`config.mk`:
```
export PLATFORM = sky130hd
export DESIGN_NAME = ppr_routing
export DESIGN_NICKNAME = d
export VERILOG_FILES = /design/src/logic/ppr_pkg.sv /design/src/logic/ppr_routing.sv
export SDC_FILE = /design/constraint.sdc
export NUM_CORES = 1
export LEC_CHECK = 0
export CORE_MARGIN = 5
export CORE_UTILIZATION = 59
export DETAILED_ROUTE_END_ITERATION = 7
export DONT_BUFFER_PORTS = 1
export GPL_TIMING_DRIVEN = 0
export PLACE_DENSITY_LB_ADDON = 0.1
export SYNTH_ARGS = -nofsm -noshare
export SYNTH_HDL_FRONTEND = slang
export SYNTH_SLANG_ARGS = --single-unit
```
`constraint.sdc`:
```
create_clock -name aclk -period 2.5 [get_ports aclk]
set_clock_uncertainty 0.1 [all_clocks]
set_input_delay 0.5 -clock aclk [delete_from_list [all_inputs] [get_ports aclk]]
set_output_delay 0.5 -clock aclk [all_outputs]
set_load 0.01 [all_outputs]
```
`src/logic/ppr_pkg.sv`:
```
// constants, types and register map of the peripheral pin routing block
package ppr_pkg;

    // ======================================================================
    // sizes
    localparam int NUM_INPUTS  = 13;
    localparam int NUM_PINS    = 24;
    localparam int ADDR_W      = 12;
    localparam int LEAD_COUNT  = 20;
    localparam int LEAD_WIDE   = 28;

    // ======================================================================
    // register map (byte addresses)
    localparam logic [11:0] IN_SEL_BASE  = 12'h000;
    localparam logic [11:0] OUT_SEL_BASE = 12'h100;
    localparam logic [11:0] LOCK_ADDR    = 12'h200;
    localparam logic [11:0] PORT_ADDR    = 12'h204;
    localparam logic [3:0]  PAGE_IN      = 4'h0;
    localparam logic [3:0]  PAGE_OUT     = 4'h1;

    // ======================================================================
    // field layout
    localparam int IN_PORT_LSB  = 3;
    localparam int IN_PIN_LSB   = 0;
    localparam int IN_SEL_W     = 5;
    localparam int OUT_SEL_W    = 6;
    localparam int LOCK_BIT     = 0;
    localparam logic [1:0] PORT_A = 2'h0;
    localparam logic [1:0] PORT_B = 2'h1;
    localparam logic [1:0] PORT_C = 2'h2;

    // ======================================================================
    // lock keys, bus answers
    localparam logic [7:0] KEY_FIRST  = 8'h55;
    localparam logic [7:0] KEY_SECOND = 8'hAA;
    localparam logic [1:0] RESP_OKAY   = 2'h0;
    localparam logic [1:0] RESP_SLVERR = 2'h2;
    localparam logic       LOCK_RESET  = 1'h0;
    localparam logic [5:0] OUT_SEL_RESET = 6'h00;

    // ======================================================================
    // output source codes
    localparam logic [5:0] SRC_LATCH  = 6'h00;
    localparam logic [5:0] SRC_CAP1   = 6'h01;
    localparam logic [5:0] SRC_CAP2   = 6'h02;
    localparam logic [5:0] SRC_PWM_UNIT_THREE   = 6'h03;
    localparam logic [5:0] SRC_PWM_UNIT_FOUR   = 6'h04;
    localparam logic [5:0] SRC_TXCK   = 6'h05;
    localparam logic [5:0] SRC_DT     = 6'h06;
    localparam logic [5:0] SRC_SCK    = 6'h07;
    localparam logic [5:0] SRC_SDO    = 6'h08;
    localparam logic [5:0] SRC_TIMER0_OUTPUT   = 6'h09;

    // input default pins, order: ext_int t0_clk t1_clk t1_gate t2_in cap1 cap2
    // ser_clk ser_dat ser_sel rx_dt tx_ck adc_trig (index 0 first)
    localparam logic [NUM_INPUTS-1:0][4:0] IN_DEF_SMALL = {
        5'h12, 5'h14, 5'h15, 5'h13, 5'h11, 5'h10,
        5'h13, 5'h15, 5'h05, 5'h04, 5'h05, 5'h02, 5'h02};
    localparam logic [NUM_INPUTS-1:0][4:0] IN_DEF_LARGE = {
        5'h12, 5'h0F, 5'h0D, 5'h16, 5'h0E, 5'h0C,
        5'h13, 5'h15, 5'h05, 5'h04, 5'h05, 5'h02, 5'h02};

    // peripheral output levels feeding the pin mux
    typedef struct packed {
        logic timer0_output;
        logic serial_data_out_line;
        logic serial_clock_line;
        logic sync_data;
        logic async_tx_sync_clock;
        logic pwm_unit_four;
        logic pwm_unit_three;
        logic capture_unit_two;
        logic capture_unit_one;
    } ppr_src_t;

    // driver ownership by peripherals that steer the pin driver themselves
    typedef struct packed {
        logic sck_own;
        logic sck_oe_n;
        logic sdo_own;
        logic sdo_oe_n;
    } ppr_drv_t;

    typedef enum logic [2:0] {RC_IN, RC_OUT, RC_LOCK, RC_PORT, RC_NONE} ppr_rclass_t;

endpackage : ppr_pkg

```
`src/logic/ppr_routing.sv`:
```
// peripheral pin routing matrix with axi4-lite register slave
`timescale 1ns/1ps
module ppr_routing
    import ppr_pkg::*;
#(
    parameter int   LEADS         = LEAD_COUNT,
    parameter logic LARGE_PINOUT  = 1'b0
)(
    input  wire logic                  aclk,
    input  wire logic                  aresetn,
    input  wire logic                  soft_rst_n,
    input  wire logic                  one_way_lock_option,
    input  wire logic [ADDR_W-1:0]     s_axi_awaddr,
    input  wire logic                  s_axi_awvalid,
    output logic                       s_axi_awready,
    input  wire logic [31:0]           s_axi_wdata,
    input  wire logic [3:0]            s_axi_wstrb,
    input  wire logic                  s_axi_wvalid,
    output logic                       s_axi_wready,
    output logic [1:0]                 s_axi_bresp,
    output logic                       s_axi_bvalid,
    input  wire logic                  s_axi_bready,
    input  wire logic [ADDR_W-1:0]     s_axi_araddr,
    input  wire logic                  s_axi_arvalid,
    output logic                       s_axi_arready,
    output logic [31:0]                s_axi_rdata,
    output logic [1:0]                 s_axi_rresp,
    output logic                       s_axi_rvalid,
    input  wire logic                  s_axi_rready,
    input  wire logic [NUM_PINS-1:0]   pin_in,
    input  wire logic [NUM_PINS-1:0]   port_latch_output,
    input  wire logic [NUM_PINS-1:0]   pin_direction_control,
    input  wire ppr_src_t              periph_src,
    input  wire ppr_drv_t              periph_drv,
    output logic [NUM_PINS-1:0]        pin_out,
    output logic [NUM_PINS-1:0]        pin_oe_n,
    output logic [NUM_INPUTS-1:0]      periph_in,
    output logic                       routing_locked_bit
);

    // ======================================================================
    // helpers
    localparam logic [NUM_INPUTS-1:0][4:0] IN_DEF = LARGE_PINOUT ? IN_DEF_LARGE : IN_DEF_SMALL;

    typedef enum logic [1:0] {ST_IDLE, ST_KEY1, ST_KEY2} ppr_key_t;

    // address decode, shared by write and read paths
    function automatic ppr_rclass_t reg_class(input logic [ADDR_W-1:0] a);
        logic [5:0] idx;
        idx = a[7:2];
        if (a[1:0] != 2'h0)                                       reg_class = RC_NONE;
        else if (a[11:8] == PAGE_IN && idx < 6'(NUM_INPUTS))      reg_class = RC_IN;
        else if (a[11:8] == PAGE_OUT && idx < 6'(NUM_PINS))       reg_class = RC_OUT;
        else if (a == LOCK_ADDR)                                  reg_class = RC_LOCK;
        else if (a == PORT_ADDR)                                  reg_class = RC_PORT;
        else                                                      reg_class = RC_NONE;
    endfunction : reg_class

    // pin level picked by an input selector; unused port code gives zero
    function automatic logic pin_pick(input logic [NUM_PINS-1:0] p, input logic [4:0] s);
        logic [4:0] n;
        n = {s[IN_PORT_LSB+:2], s[IN_PIN_LSB+:3]};
        pin_pick = (s[IN_PORT_LSB+:2] > PORT_C) ? 1'b0 : p[n];
    endfunction : pin_pick

    // pinouts of LEAD_WIDE leads or more only reach ports a and b; smaller ones reach a to c
    function automatic logic port_ok(input logic [1:0] port);
        port_ok = (LEADS >= LEAD_WIDE) ? (port <= PORT_B) : (port <= PORT_C);
    endfunction : port_ok

    // ======================================================================
    // state
    logic [NUM_INPUTS-1:0][4:0]  in_sel_ff,  nxt_in_sel;
    logic [NUM_PINS-1:0][5:0]    out_sel_ff, nxt_out_sel;
    logic                        locked_ff,  nxt_locked;
    ppr_key_t                    key_ff,     nxt_key;
    logic                        awready_ff, wready_ff, bvalid_ff, arready_ff, rvalid_ff;
    logic                        nxt_awready, nxt_wready, nxt_bvalid, nxt_arready, nxt_rvalid;
    logic                        aw_got_ff, w_got_ff, nxt_aw_got, nxt_w_got;
    logic [ADDR_W-1:0]           aw_addr_ff, nxt_aw_addr;
    logic [7:0]                  w_data_ff,  nxt_w_data;
    logic                        w_lane_ff,  nxt_w_lane;
    logic [1:0]                  bresp_ff,   nxt_bresp, rresp_ff, nxt_rresp;
    logic [31:0]                 rdata_ff,   nxt_rdata;
    logic [NUM_PINS-1:0]         pin_out_ff, nxt_pin_out, pin_oe_n_ff, nxt_pin_oe_n;
    logic [NUM_INPUTS-1:0]       periph_in_ff, nxt_periph_in;
    logic                        do_wr;
    ppr_rclass_t                 wr_cls, rd_cls;

    assign do_wr  = aw_got_ff && w_got_ff && !bvalid_ff;
    assign wr_cls = reg_class(aw_addr_ff);
    assign rd_cls = reg_class(s_axi_araddr);

    // ======================================================================
    // axi4-lite channel handshakes; one write and one read in flight
    always_comb
    begin
        nxt_aw_got  = aw_got_ff;
        nxt_aw_addr = aw_addr_ff;
        nxt_awready = awready_ff;
        nxt_w_got   = w_got_ff;
        nxt_w_data  = w_data_ff;
        nxt_w_lane  = w_lane_ff;
        nxt_wready  = wready_ff;
        nxt_bvalid  = bvalid_ff;
        nxt_bresp   = bresp_ff;
        if (s_axi_awvalid && awready_ff)
        begin
            nxt_aw_got  = 1'b1;
            nxt_aw_addr = s_axi_awaddr;
            nxt_awready = 1'b0;
        end
        if (s_axi_wvalid && wready_ff)
        begin
            nxt_w_got  = 1'b1;
            nxt_w_data = s_axi_wdata[7:0];
            nxt_w_lane = s_axi_wstrb[0];
            nxt_wready = 1'b0;
        end
        if (do_wr)
        begin
            nxt_bvalid = 1'b1;
            nxt_bresp  = (wr_cls == RC_NONE) ? RESP_SLVERR : RESP_OKAY;
        end
        if (bvalid_ff && s_axi_bready)
        begin
            nxt_bvalid  = 1'b0;
            nxt_aw_got  = 1'b0;
            nxt_w_got   = 1'b0;
            nxt_awready = 1'b1;
            nxt_wready  = 1'b1;
        end
    end

    // read answer: port word shows pins directly, not the routing
    always_comb
    begin
        nxt_arready = arready_ff;
        nxt_rvalid  = rvalid_ff;
        nxt_rdata   = rdata_ff;
        nxt_rresp   = rresp_ff;
        if (s_axi_arvalid && arready_ff)
        begin
            nxt_arready = 1'b0;
            nxt_rvalid  = 1'b1;
            nxt_rresp   = (rd_cls == RC_NONE) ? RESP_SLVERR : RESP_OKAY;
            case (rd_cls)
                RC_IN:   nxt_rdata = {27'h0000000, in_sel_ff[s_axi_araddr[7:2]]};
                RC_OUT:  nxt_rdata = {26'h0000000, out_sel_ff[s_axi_araddr[7:2]]};
                RC_LOCK: nxt_rdata = {31'h00000000, locked_ff};
                RC_PORT: nxt_rdata = {8'h00, pin_in};
                default: nxt_rdata = 32'h00000000;
            endcase
        end
        else if (rvalid_ff && s_axi_rready)
        begin
            nxt_rvalid  = 1'b0;
            nxt_arready = 1'b1;
        end
    end

    // ======================================================================
    // selectors and lock; there is no sleep input, so sleep cannot disturb them
    always_comb
    begin
        nxt_in_sel  = in_sel_ff;
        nxt_out_sel = out_sel_ff;
        nxt_locked  = locked_ff;
        nxt_key     = key_ff;
        if (!soft_rst_n)
        begin
            nxt_locked = LOCK_RESET;
            nxt_key    = ST_IDLE;
        end
        else if (do_wr && w_lane_ff)
        begin
            // writes outside the lock register abort a pending key
            if (wr_cls != RC_LOCK)
                nxt_key = ST_IDLE;
            if (wr_cls == RC_IN && !locked_ff && port_ok(w_data_ff[IN_PORT_LSB+:2]))
                nxt_in_sel[aw_addr_ff[7:2]] = w_data_ff[IN_SEL_W-1:0];
            if (wr_cls == RC_OUT && !locked_ff)
                nxt_out_sel[aw_addr_ff[7:2]] = w_data_ff[OUT_SEL_W-1:0];
            if (wr_cls == RC_LOCK)
            begin
                case (key_ff)
                    ST_IDLE: nxt_key = (w_data_ff == KEY_FIRST)  ? ST_KEY1 : ST_IDLE;
                    ST_KEY1: nxt_key = (w_data_ff == KEY_SECOND) ? ST_KEY2 : ST_IDLE;
                    ST_KEY2:
                    begin
                        nxt_key = ST_IDLE;
                        // one-way: a set lock stays set until reset
                        if (!(one_way_lock_option && locked_ff))
                            nxt_locked = w_data_ff[LOCK_BIT];
                    end
                    default: nxt_key = ST_IDLE;
                endcase
            end
        end
    end

    // ======================================================================
    // pin side: input fan-in and per-pin output mux
    always_comb
    begin
        for (int i = 0; i < NUM_INPUTS; i++)
            nxt_periph_in[i] = pin_pick(pin_in, in_sel_ff[i]);
    end

    genvar gp;
    generate
        for (gp = 0; gp < NUM_PINS; gp++)
        begin : g_pin
            always_comb
            begin
                nxt_pin_oe_n[gp] = pin_direction_control[gp];
                case (out_sel_ff[gp])
                    SRC_LATCH: nxt_pin_out[gp] = port_latch_output[gp];
                    SRC_CAP1:  nxt_pin_out[gp] = periph_src.capture_unit_one;
                    SRC_CAP2:  nxt_pin_out[gp] = periph_src.capture_unit_two;
                    SRC_PWM_UNIT_THREE:  nxt_pin_out[gp] = periph_src.pwm_unit_three;
                    SRC_PWM_UNIT_FOUR:  nxt_pin_out[gp] = periph_src.pwm_unit_four;
                    SRC_TXCK:  nxt_pin_out[gp] = periph_src.async_tx_sync_clock;
                    SRC_DT:    nxt_pin_out[gp] = periph_src.sync_data;
                    SRC_SCK:
                    begin
                        nxt_pin_out[gp] = periph_src.serial_clock_line;
                        if (periph_drv.sck_own)
                            nxt_pin_oe_n[gp] = periph_drv.sck_oe_n;
                    end
                    SRC_SDO:
                    begin
                        nxt_pin_out[gp] = periph_src.serial_data_out_line;
                        if (periph_drv.sdo_own)
                            nxt_pin_oe_n[gp] = periph_drv.sdo_oe_n;
                    end
                    SRC_TIMER0_OUTPUT:  nxt_pin_out[gp] = periph_src.timer0_output;
                    default:   nxt_pin_out[gp] = 1'b0; // unassigned codes drive low
                endcase
            end
        end
    endgenerate

    // ======================================================================
    // registers; aresetn is the power-on / brown-out reset
    always_ff @(posedge aclk)
    begin
        if (!aresetn)
        begin
            in_sel_ff    <= IN_DEF;
            out_sel_ff   <= {NUM_PINS{OUT_SEL_RESET}};
            locked_ff    <= LOCK_RESET;
            key_ff       <= ST_IDLE;
            awready_ff   <= 1'b1;
            wready_ff    <= 1'b1;
            arready_ff   <= 1'b1;
            bvalid_ff    <= 1'b0;
            rvalid_ff    <= 1'b0;
            aw_got_ff    <= 1'b0;
            w_got_ff     <= 1'b0;
            aw_addr_ff   <= '0;
            w_data_ff    <= 8'h00;
            w_lane_ff    <= 1'b0;
            bresp_ff     <= RESP_OKAY;
            rresp_ff     <= RESP_OKAY;
            rdata_ff     <= 32'h00000000;
            pin_out_ff   <= '0;
            pin_oe_n_ff  <= '1;
            periph_in_ff <= '0;
        end
        else
        begin
            in_sel_ff    <= nxt_in_sel;
            out_sel_ff   <= nxt_out_sel;
            locked_ff    <= nxt_locked;
            key_ff       <= nxt_key;
            awready_ff   <= nxt_awready;
            wready_ff    <= nxt_wready;
            arready_ff   <= nxt_arready;
            bvalid_ff    <= nxt_bvalid;
            rvalid_ff    <= nxt_rvalid;
            aw_got_ff    <= nxt_aw_got;
            w_got_ff     <= nxt_w_got;
            aw_addr_ff   <= nxt_aw_addr;
            w_data_ff    <= nxt_w_data;
            w_lane_ff    <= nxt_w_lane;
            bresp_ff     <= nxt_bresp;
            rresp_ff     <= nxt_rresp;
            rdata_ff     <= nxt_rdata;
            pin_out_ff   <= nxt_pin_out;
            pin_oe_n_ff  <= nxt_pin_oe_n;
            periph_in_ff <= nxt_periph_in;
        end
    end

    assign s_axi_awready      = awready_ff;
    assign s_axi_wready       = wready_ff;
    assign s_axi_bvalid       = bvalid_ff;
    assign s_axi_bresp        = bresp_ff;
    assign s_axi_arready      = arready_ff;
    assign s_axi_rvalid       = rvalid_ff;
    assign s_axi_rdata        = rdata_ff;
    assign s_axi_rresp        = rresp_ff;
    assign pin_out            = pin_out_ff;
    assign pin_oe_n           = pin_oe_n_ff;
    assign periph_in          = periph_in_ff;
    assign routing_locked_bit = locked_ff;

    // ======================================================================
    // assertions
    a_lock_needs_key: assert property (@(posedge aclk) disable iff (!aresetn)
        (locked_ff != $past(locked_ff)) && $past(soft_rst_n) |-> $past(key_ff) == ST_KEY2)
        else $error("lock bit changed without key sequence");
    a_key_abort: assert property (@(posedge aclk) disable iff (!aresetn)
        key_ff == ST_KEY1 && do_wr && w_lane_ff && wr_cls == RC_LOCK
        && w_data_ff != KEY_SECOND && soft_rst_n |=> key_ff == ST_IDLE)
        else $error("wrong second key did not abort");
    a_one_way_hold: assert property (@(posedge aclk) disable iff (!aresetn)
        one_way_lock_option && locked_ff && soft_rst_n |=> locked_ff)
        else $error("one-way lock was cleared");
    a_locked_sel_stable: assert property (@(posedge aclk) disable iff (!aresetn)
        locked_ff |=> $stable(in_sel_ff) && $stable(out_sel_ff))
        else $error("selector changed while locked");
    a_soft_rst_lock: assert property (@(posedge aclk) disable iff (!aresetn)
        !soft_rst_n |=> !locked_ff && $stable(in_sel_ff) && $stable(out_sel_ff))
        else $error("soft reset mishandled routing state");
    a_por_defaults: assert property (@(posedge aclk)
        $rose(aresetn) |-> in_sel_ff == IN_DEF && out_sel_ff == '0 && !locked_ff)
        else $error("power-on defaults wrong");
    a_input_route: assert property (@(posedge aclk) disable iff (!aresetn)
        aresetn |=> periph_in_ff[1] == pin_pick($past(pin_in), $past(in_sel_ff[1])))
        else $error("input not routed from selected pin");
    a_latch_out: assert property (@(posedge aclk) disable iff (!aresetn)
        aresetn && out_sel_ff[0] == SRC_LATCH |=> pin_out_ff[0] == $past(port_latch_output[0]))
        else $error("latch source not on pin");
    a_port_read: assert property (@(posedge aclk) disable iff (!aresetn)
        s_axi_arvalid && arready_ff && rd_cls == RC_PORT |=> rdata_ff[23:0] == $past(pin_in))
        else $error("port read not the pin level");
    c_lock_set: cover property (@(posedge aclk) disable iff (!aresetn) $rose(locked_ff));
    c_unlock: cover property (@(posedge aclk) disable iff (!aresetn) $fell(locked_ff));
    c_shared_pin: cover property (@(posedge aclk) disable iff (!aresetn)
        in_sel_ff[0] == in_sel_ff[1] && pin_in[in_sel_ff[0]]);
    c_locked_write: cover property (@(posedge aclk) disable iff (!aresetn)
        locked_ff && do_wr && wr_cls == RC_OUT);

endmodule : ppr_routing
```
==> results.toml <==
[cts]
cts_tree = "yes"
clock-root-buffer = "clkbuf_16"
cts.clk_slew.worst_paths_ps = 60
h-tree-depth = 2
cts.path.max_buffers = 3
numClockSinks = 327
clk_latency_ps = 580
cts-buffers-inserted = 39

[min_path]
worstHoldStart = "pin_direction_control[19]"
hold_path_class = "in -> reg"
worstHoldPathCells = 2
holdPathEnd = "pin_oe_n[19]"

[logic_synthesis]
synth_compound_area_share_pct = 10.0
syn_area_per_cell_um2 = 9.25
post_synth_num_cell_types = 63
synth-async-reset-ratio_pct = 0
ys_warn_count = 0
synth_edf_count = 0
synth_ff_type = "dfxtp_1"
synth-simple-area-share_pct = 21.1
synth_cells = 2144
synth_xor_area_share_pct = 0
syn_area_mm2 = 0.0198
yosys_register_bits = 327
synthAdderAreaFrac_pct = 0
yosysSeqAreaShare_pct = 33.0
yosys-mux-area-fraction_pct = 31.3
synth_top_family_by_area = "multiplexers"

[global_routing]
grt_usage_pct = 40.0
met2_usage_pct = 59.5
grt_pass1_vias = 17900
grt_pass1_wl_um = 115000
grt_max_degree = 14
grt_overflow_total = 0
met1_usage_pct = 53.5
top_usage_layer = "met2"
grt_use_met3_pct = 12.5
antenna_found_initial = 6

[floorplanning]
die_w_um = 193
row_count = 67
start_util_pct = 59.4
dieHeight_um = 193
io_pins = 257
core_area_mm2 = 0.0334
dieArea_mm2 = 0.0374

[worst_setup_path]
start_kind = "input pin"
crit_chain = "buf_2, clkbuf_4, buf_2, mux2i_1, a21oi_1, a22oi_1, a21oi_1, a21oi_1, a21oi_1"
critical-path-max-stage-delay_ps = 420
path_max_fanout = 10
crit_arrival_ps = 2880
r2r_setup_slack_ps = 30
cp-end-kind = "flop"
worst_r2r_path_depth = 9
worst_path_max_delay_cell = "clkbuf_4"
worstPathRequired_ps = 2840
reg2reg_to = "out_sel_ff[26]"
path_class = "in -> reg"
rr_startpoint = "aw_addr_ff[6]"
crit_start = "s_axi_araddr[3]"
cp_common_cell = "a21oi_1"

[timing]
fin_crit_sh_pct = 102
setup_slack_ps = -42.2
final_max_slew_viol_count = 0
tightestPinTransition_ps = 1050
setup_viol = 2
final-hold-violation-count = 0
slew_headroom_pct = 30.0
fin_crit_ps = 2540
fmax_ghz = 0.393

[route]
route.vias.total = 19000
post_drt_wl_per_cell_um = 28.5
dr.pass1.iters = 8
drt_iter0_drc = 2390
vias_per_cell = 6.96
drt-total-wl_um = 77800
ant_nets = 0
drc_errors = 0

[finish]
final_nets = 2396
postLayoutCoreUtil_pct = 67.5
drive_gt1_share_pct = 14.9
syn_to_final_growth_pct = 13.6

[flow_run]
drv_cap = 0

[outcome]
outcome = "complete, but fails checks"
violations = "setup timing"

[placement]
port_buffers = 0
gp_congestion = 1.02
dp_hpwl_um = 56800
post-place-ws_ps = -992

[pwr]
worst_ir_drop_vdd_v = 0.000557
p_leak_nw = 8.66
p_per_area_mw_per_mm2 = 566
## cells in the mapped netlist (3+ instances only)
cell type | instances | area [um^2]
a21bo_2 | 4 | 40.0
a21boi_0 | 38 | 285
a21oi_1 | 53 | 265
a221oi_1 | 4 | 35.0
a222oi_1 | 4 | 40.0
a22oi_1 | 19 | 143
a31oi_1 | 21 | 131
and2_1 | 10 | 62.6
and3_1 | 10 | 62.6
and4_1 | 4 | 35.0
and4b_1 | 10 | 100
buf_1 | 17 | 63.8
buf_2 | 11 | 55.1
buf_4 | 11 | 82.6
clkbuf_1 | 175 | 657
dfxtp_1 | 327 | 6550
inv_1 | 15 | 56.3
mux2_2 | 5 | 56.3
mux2i_1 | 247 | 2470
mux4_2 | 163 | 3670
nand2_1 | 347 | 1300
nand2b_1 | 7 | 43.8
nand3_1 | 106 | 531
nand3_2 | 10 | 100
nand4_1 | 35 | 219
nand4b_1 | 3 | 26.3
nor2_1 | 144 | 541
nor2b_1 | 118 | 738
nor3_1 | 28 | 140
nor4_1 | 10 | 62.6
o2111ai_1 | 4 | 35.0
o211ai_1 | 16 | 120
o21a_1 | 4 | 30.0
o21ai_0 | 88 | 440
o221a_2 | 11 | 124
o221ai_1 | 3 | 26.3
o22ai_1 | 11 | 68.8
o31a_1 | 10 | 87.6
o41ai_1 | 3 | 26.3
or2_2 | 4 | 25.0
or3_1 | 8 | 50.1
## area by class of cell
class	instances	area, um^2
Inverter	16	60.1
Multi-Input combinational cell	1596	12600
Timing Repair Buffer	51	487
Sequential cell	327	6550
Clock inverter	18	230
Fill cell	2713	10800
Antenna cell	7	17.5
Clock buffer	53	1140
Buffer	211	900
Tap cell	448	561
## worst max-delay path: cells and delay by family
kind | cells | cell delay, ps
compound gates | 5 | 880
buf+inv | 3 | 1160
mux | 1 | 330
## cells in the final DEF (no fill, tap or decap), types with 6 or more instances in the layout
cell	netlist	final
nand2_1	347	347
dfxtp_1	327	324
mux2i_1	247	247
clkbuf_1	175	172
mux4_2	163	163
nor2_1	144	143
nor2b_1	118	118
nand3_1	106	100
o21ai_0	88	87
a21oi_1	53	53
clkbuf_16	0	41
a21boi_0	38	38
nand4_1	35	35
buf_4	11	30
dlygate4sd3_1	0	30
nor3_1	28	24
a31oi_1	21	21
a22oi_1	19	19
o211ai_1	16	16
inv_1	15	15
o22ai_1	11	11
o221a_2	11	11
and4b_1	10	10
nand3_4	0	10
buf_1	17	10
nor4_1	10	10
o31a_1	10	10
and3_1	10	10
conb_1	1	10
buf_2	11	9
clkbuf_8	0	9
and2_1	10	8
or3_1	8	8
diode_2	0	7
nand2b_1	7	7
nand3_2	10	6
## how the worst max path moves through the flow
stage,endpoint,slack [ps],cells after the start
2_1_floorplan,s_axi_rdata[1],20,7
3_3_place_gp,in_sel_ff[20],-1100,5
3_5_place_dp,s_axi_rdata[5],-990,9
4_1_cts,out_sel_ff[68],5,10
5_1_grt,out_sel_ff[55],-20,9
6_report,s_axi_rdata[5],-40,9
## kinds of logic after synthesis
family | count (synthesis)
flops | 327
mux | 415
other cells | 1
buf+inv | 230
compound gates | 303
simple gates | 868
## metrics by stage
| step | instances | hold slack (ps) | instance area (um^2) | total power, mW | TNS, ps |
|---|---|---|---|---|---|
| after detailed placement | 2604 | 363 | 20500 | 6.64 | -156580 |
| after global routing | 2723 | 6.22 | 22500 | 13.0 | -124 |
| final | 2727 | 14.1 | 22500 | 12.8 | -71.8 |
| after CTS | 2718 | 0.665 | 22400 | 12.7 | 0 |
| after global placement | 2601 | 356 | 20400 | 6.62 | -163070 |
| after floorplan | 2153 | 343 | 19900 | 6.21 | 0 |
## routing by layer
layer / share of wire, % / vias up
met5: 0.030 / -
met4: 5.7 / 4
met3: 14 / 320
met2: 43 / 1478
met1: 37 / 9160
li1: - / 8006
## flip-flops by register name (all words and copies together) (netlist names)
register	count
out_sel_ff	144
w_data_ff	8
in_sel_ff	65
s_axi_rdata	24
pin_out	24
w_lane_ff	1
s_axi_bvalid	1
aw_got_ff	1
routing_locked_bit	1
pin_oe_n	24
periph_in	13
s_axi_rresp	1
s_axi_wready	1
key_ff	2
s_axi_rvalid	1
w_got_ff	1
s_axi_arready	1
aw_addr_ff	12
s_axi_bresp	1
s_axi_awready	1
## where the power goes
group	total [mW]	internal, mW	switching (mW)
Combinational	1.27	0.448	0.822
Clock	6.09	3.64	2.45
Sequential	5.39	5.30	0.0922
Total	12.8	9.39	3.36
## timing repair
| action | CTS | global route |
|---|---|---|
| gates cloned | 0 | 1 |
| buffers inserted | 15 | 2 |
| resized for setup | 42 | 23 |
| hold endpoints to repair | 30 | 0 |
| endpoints found under the setup margin | 220 | 172 |
| hold buffers | 30 | 0 |
| pin swaps | 12 | 3 |
No activity file was read; power rests on OpenSTA's default activity.
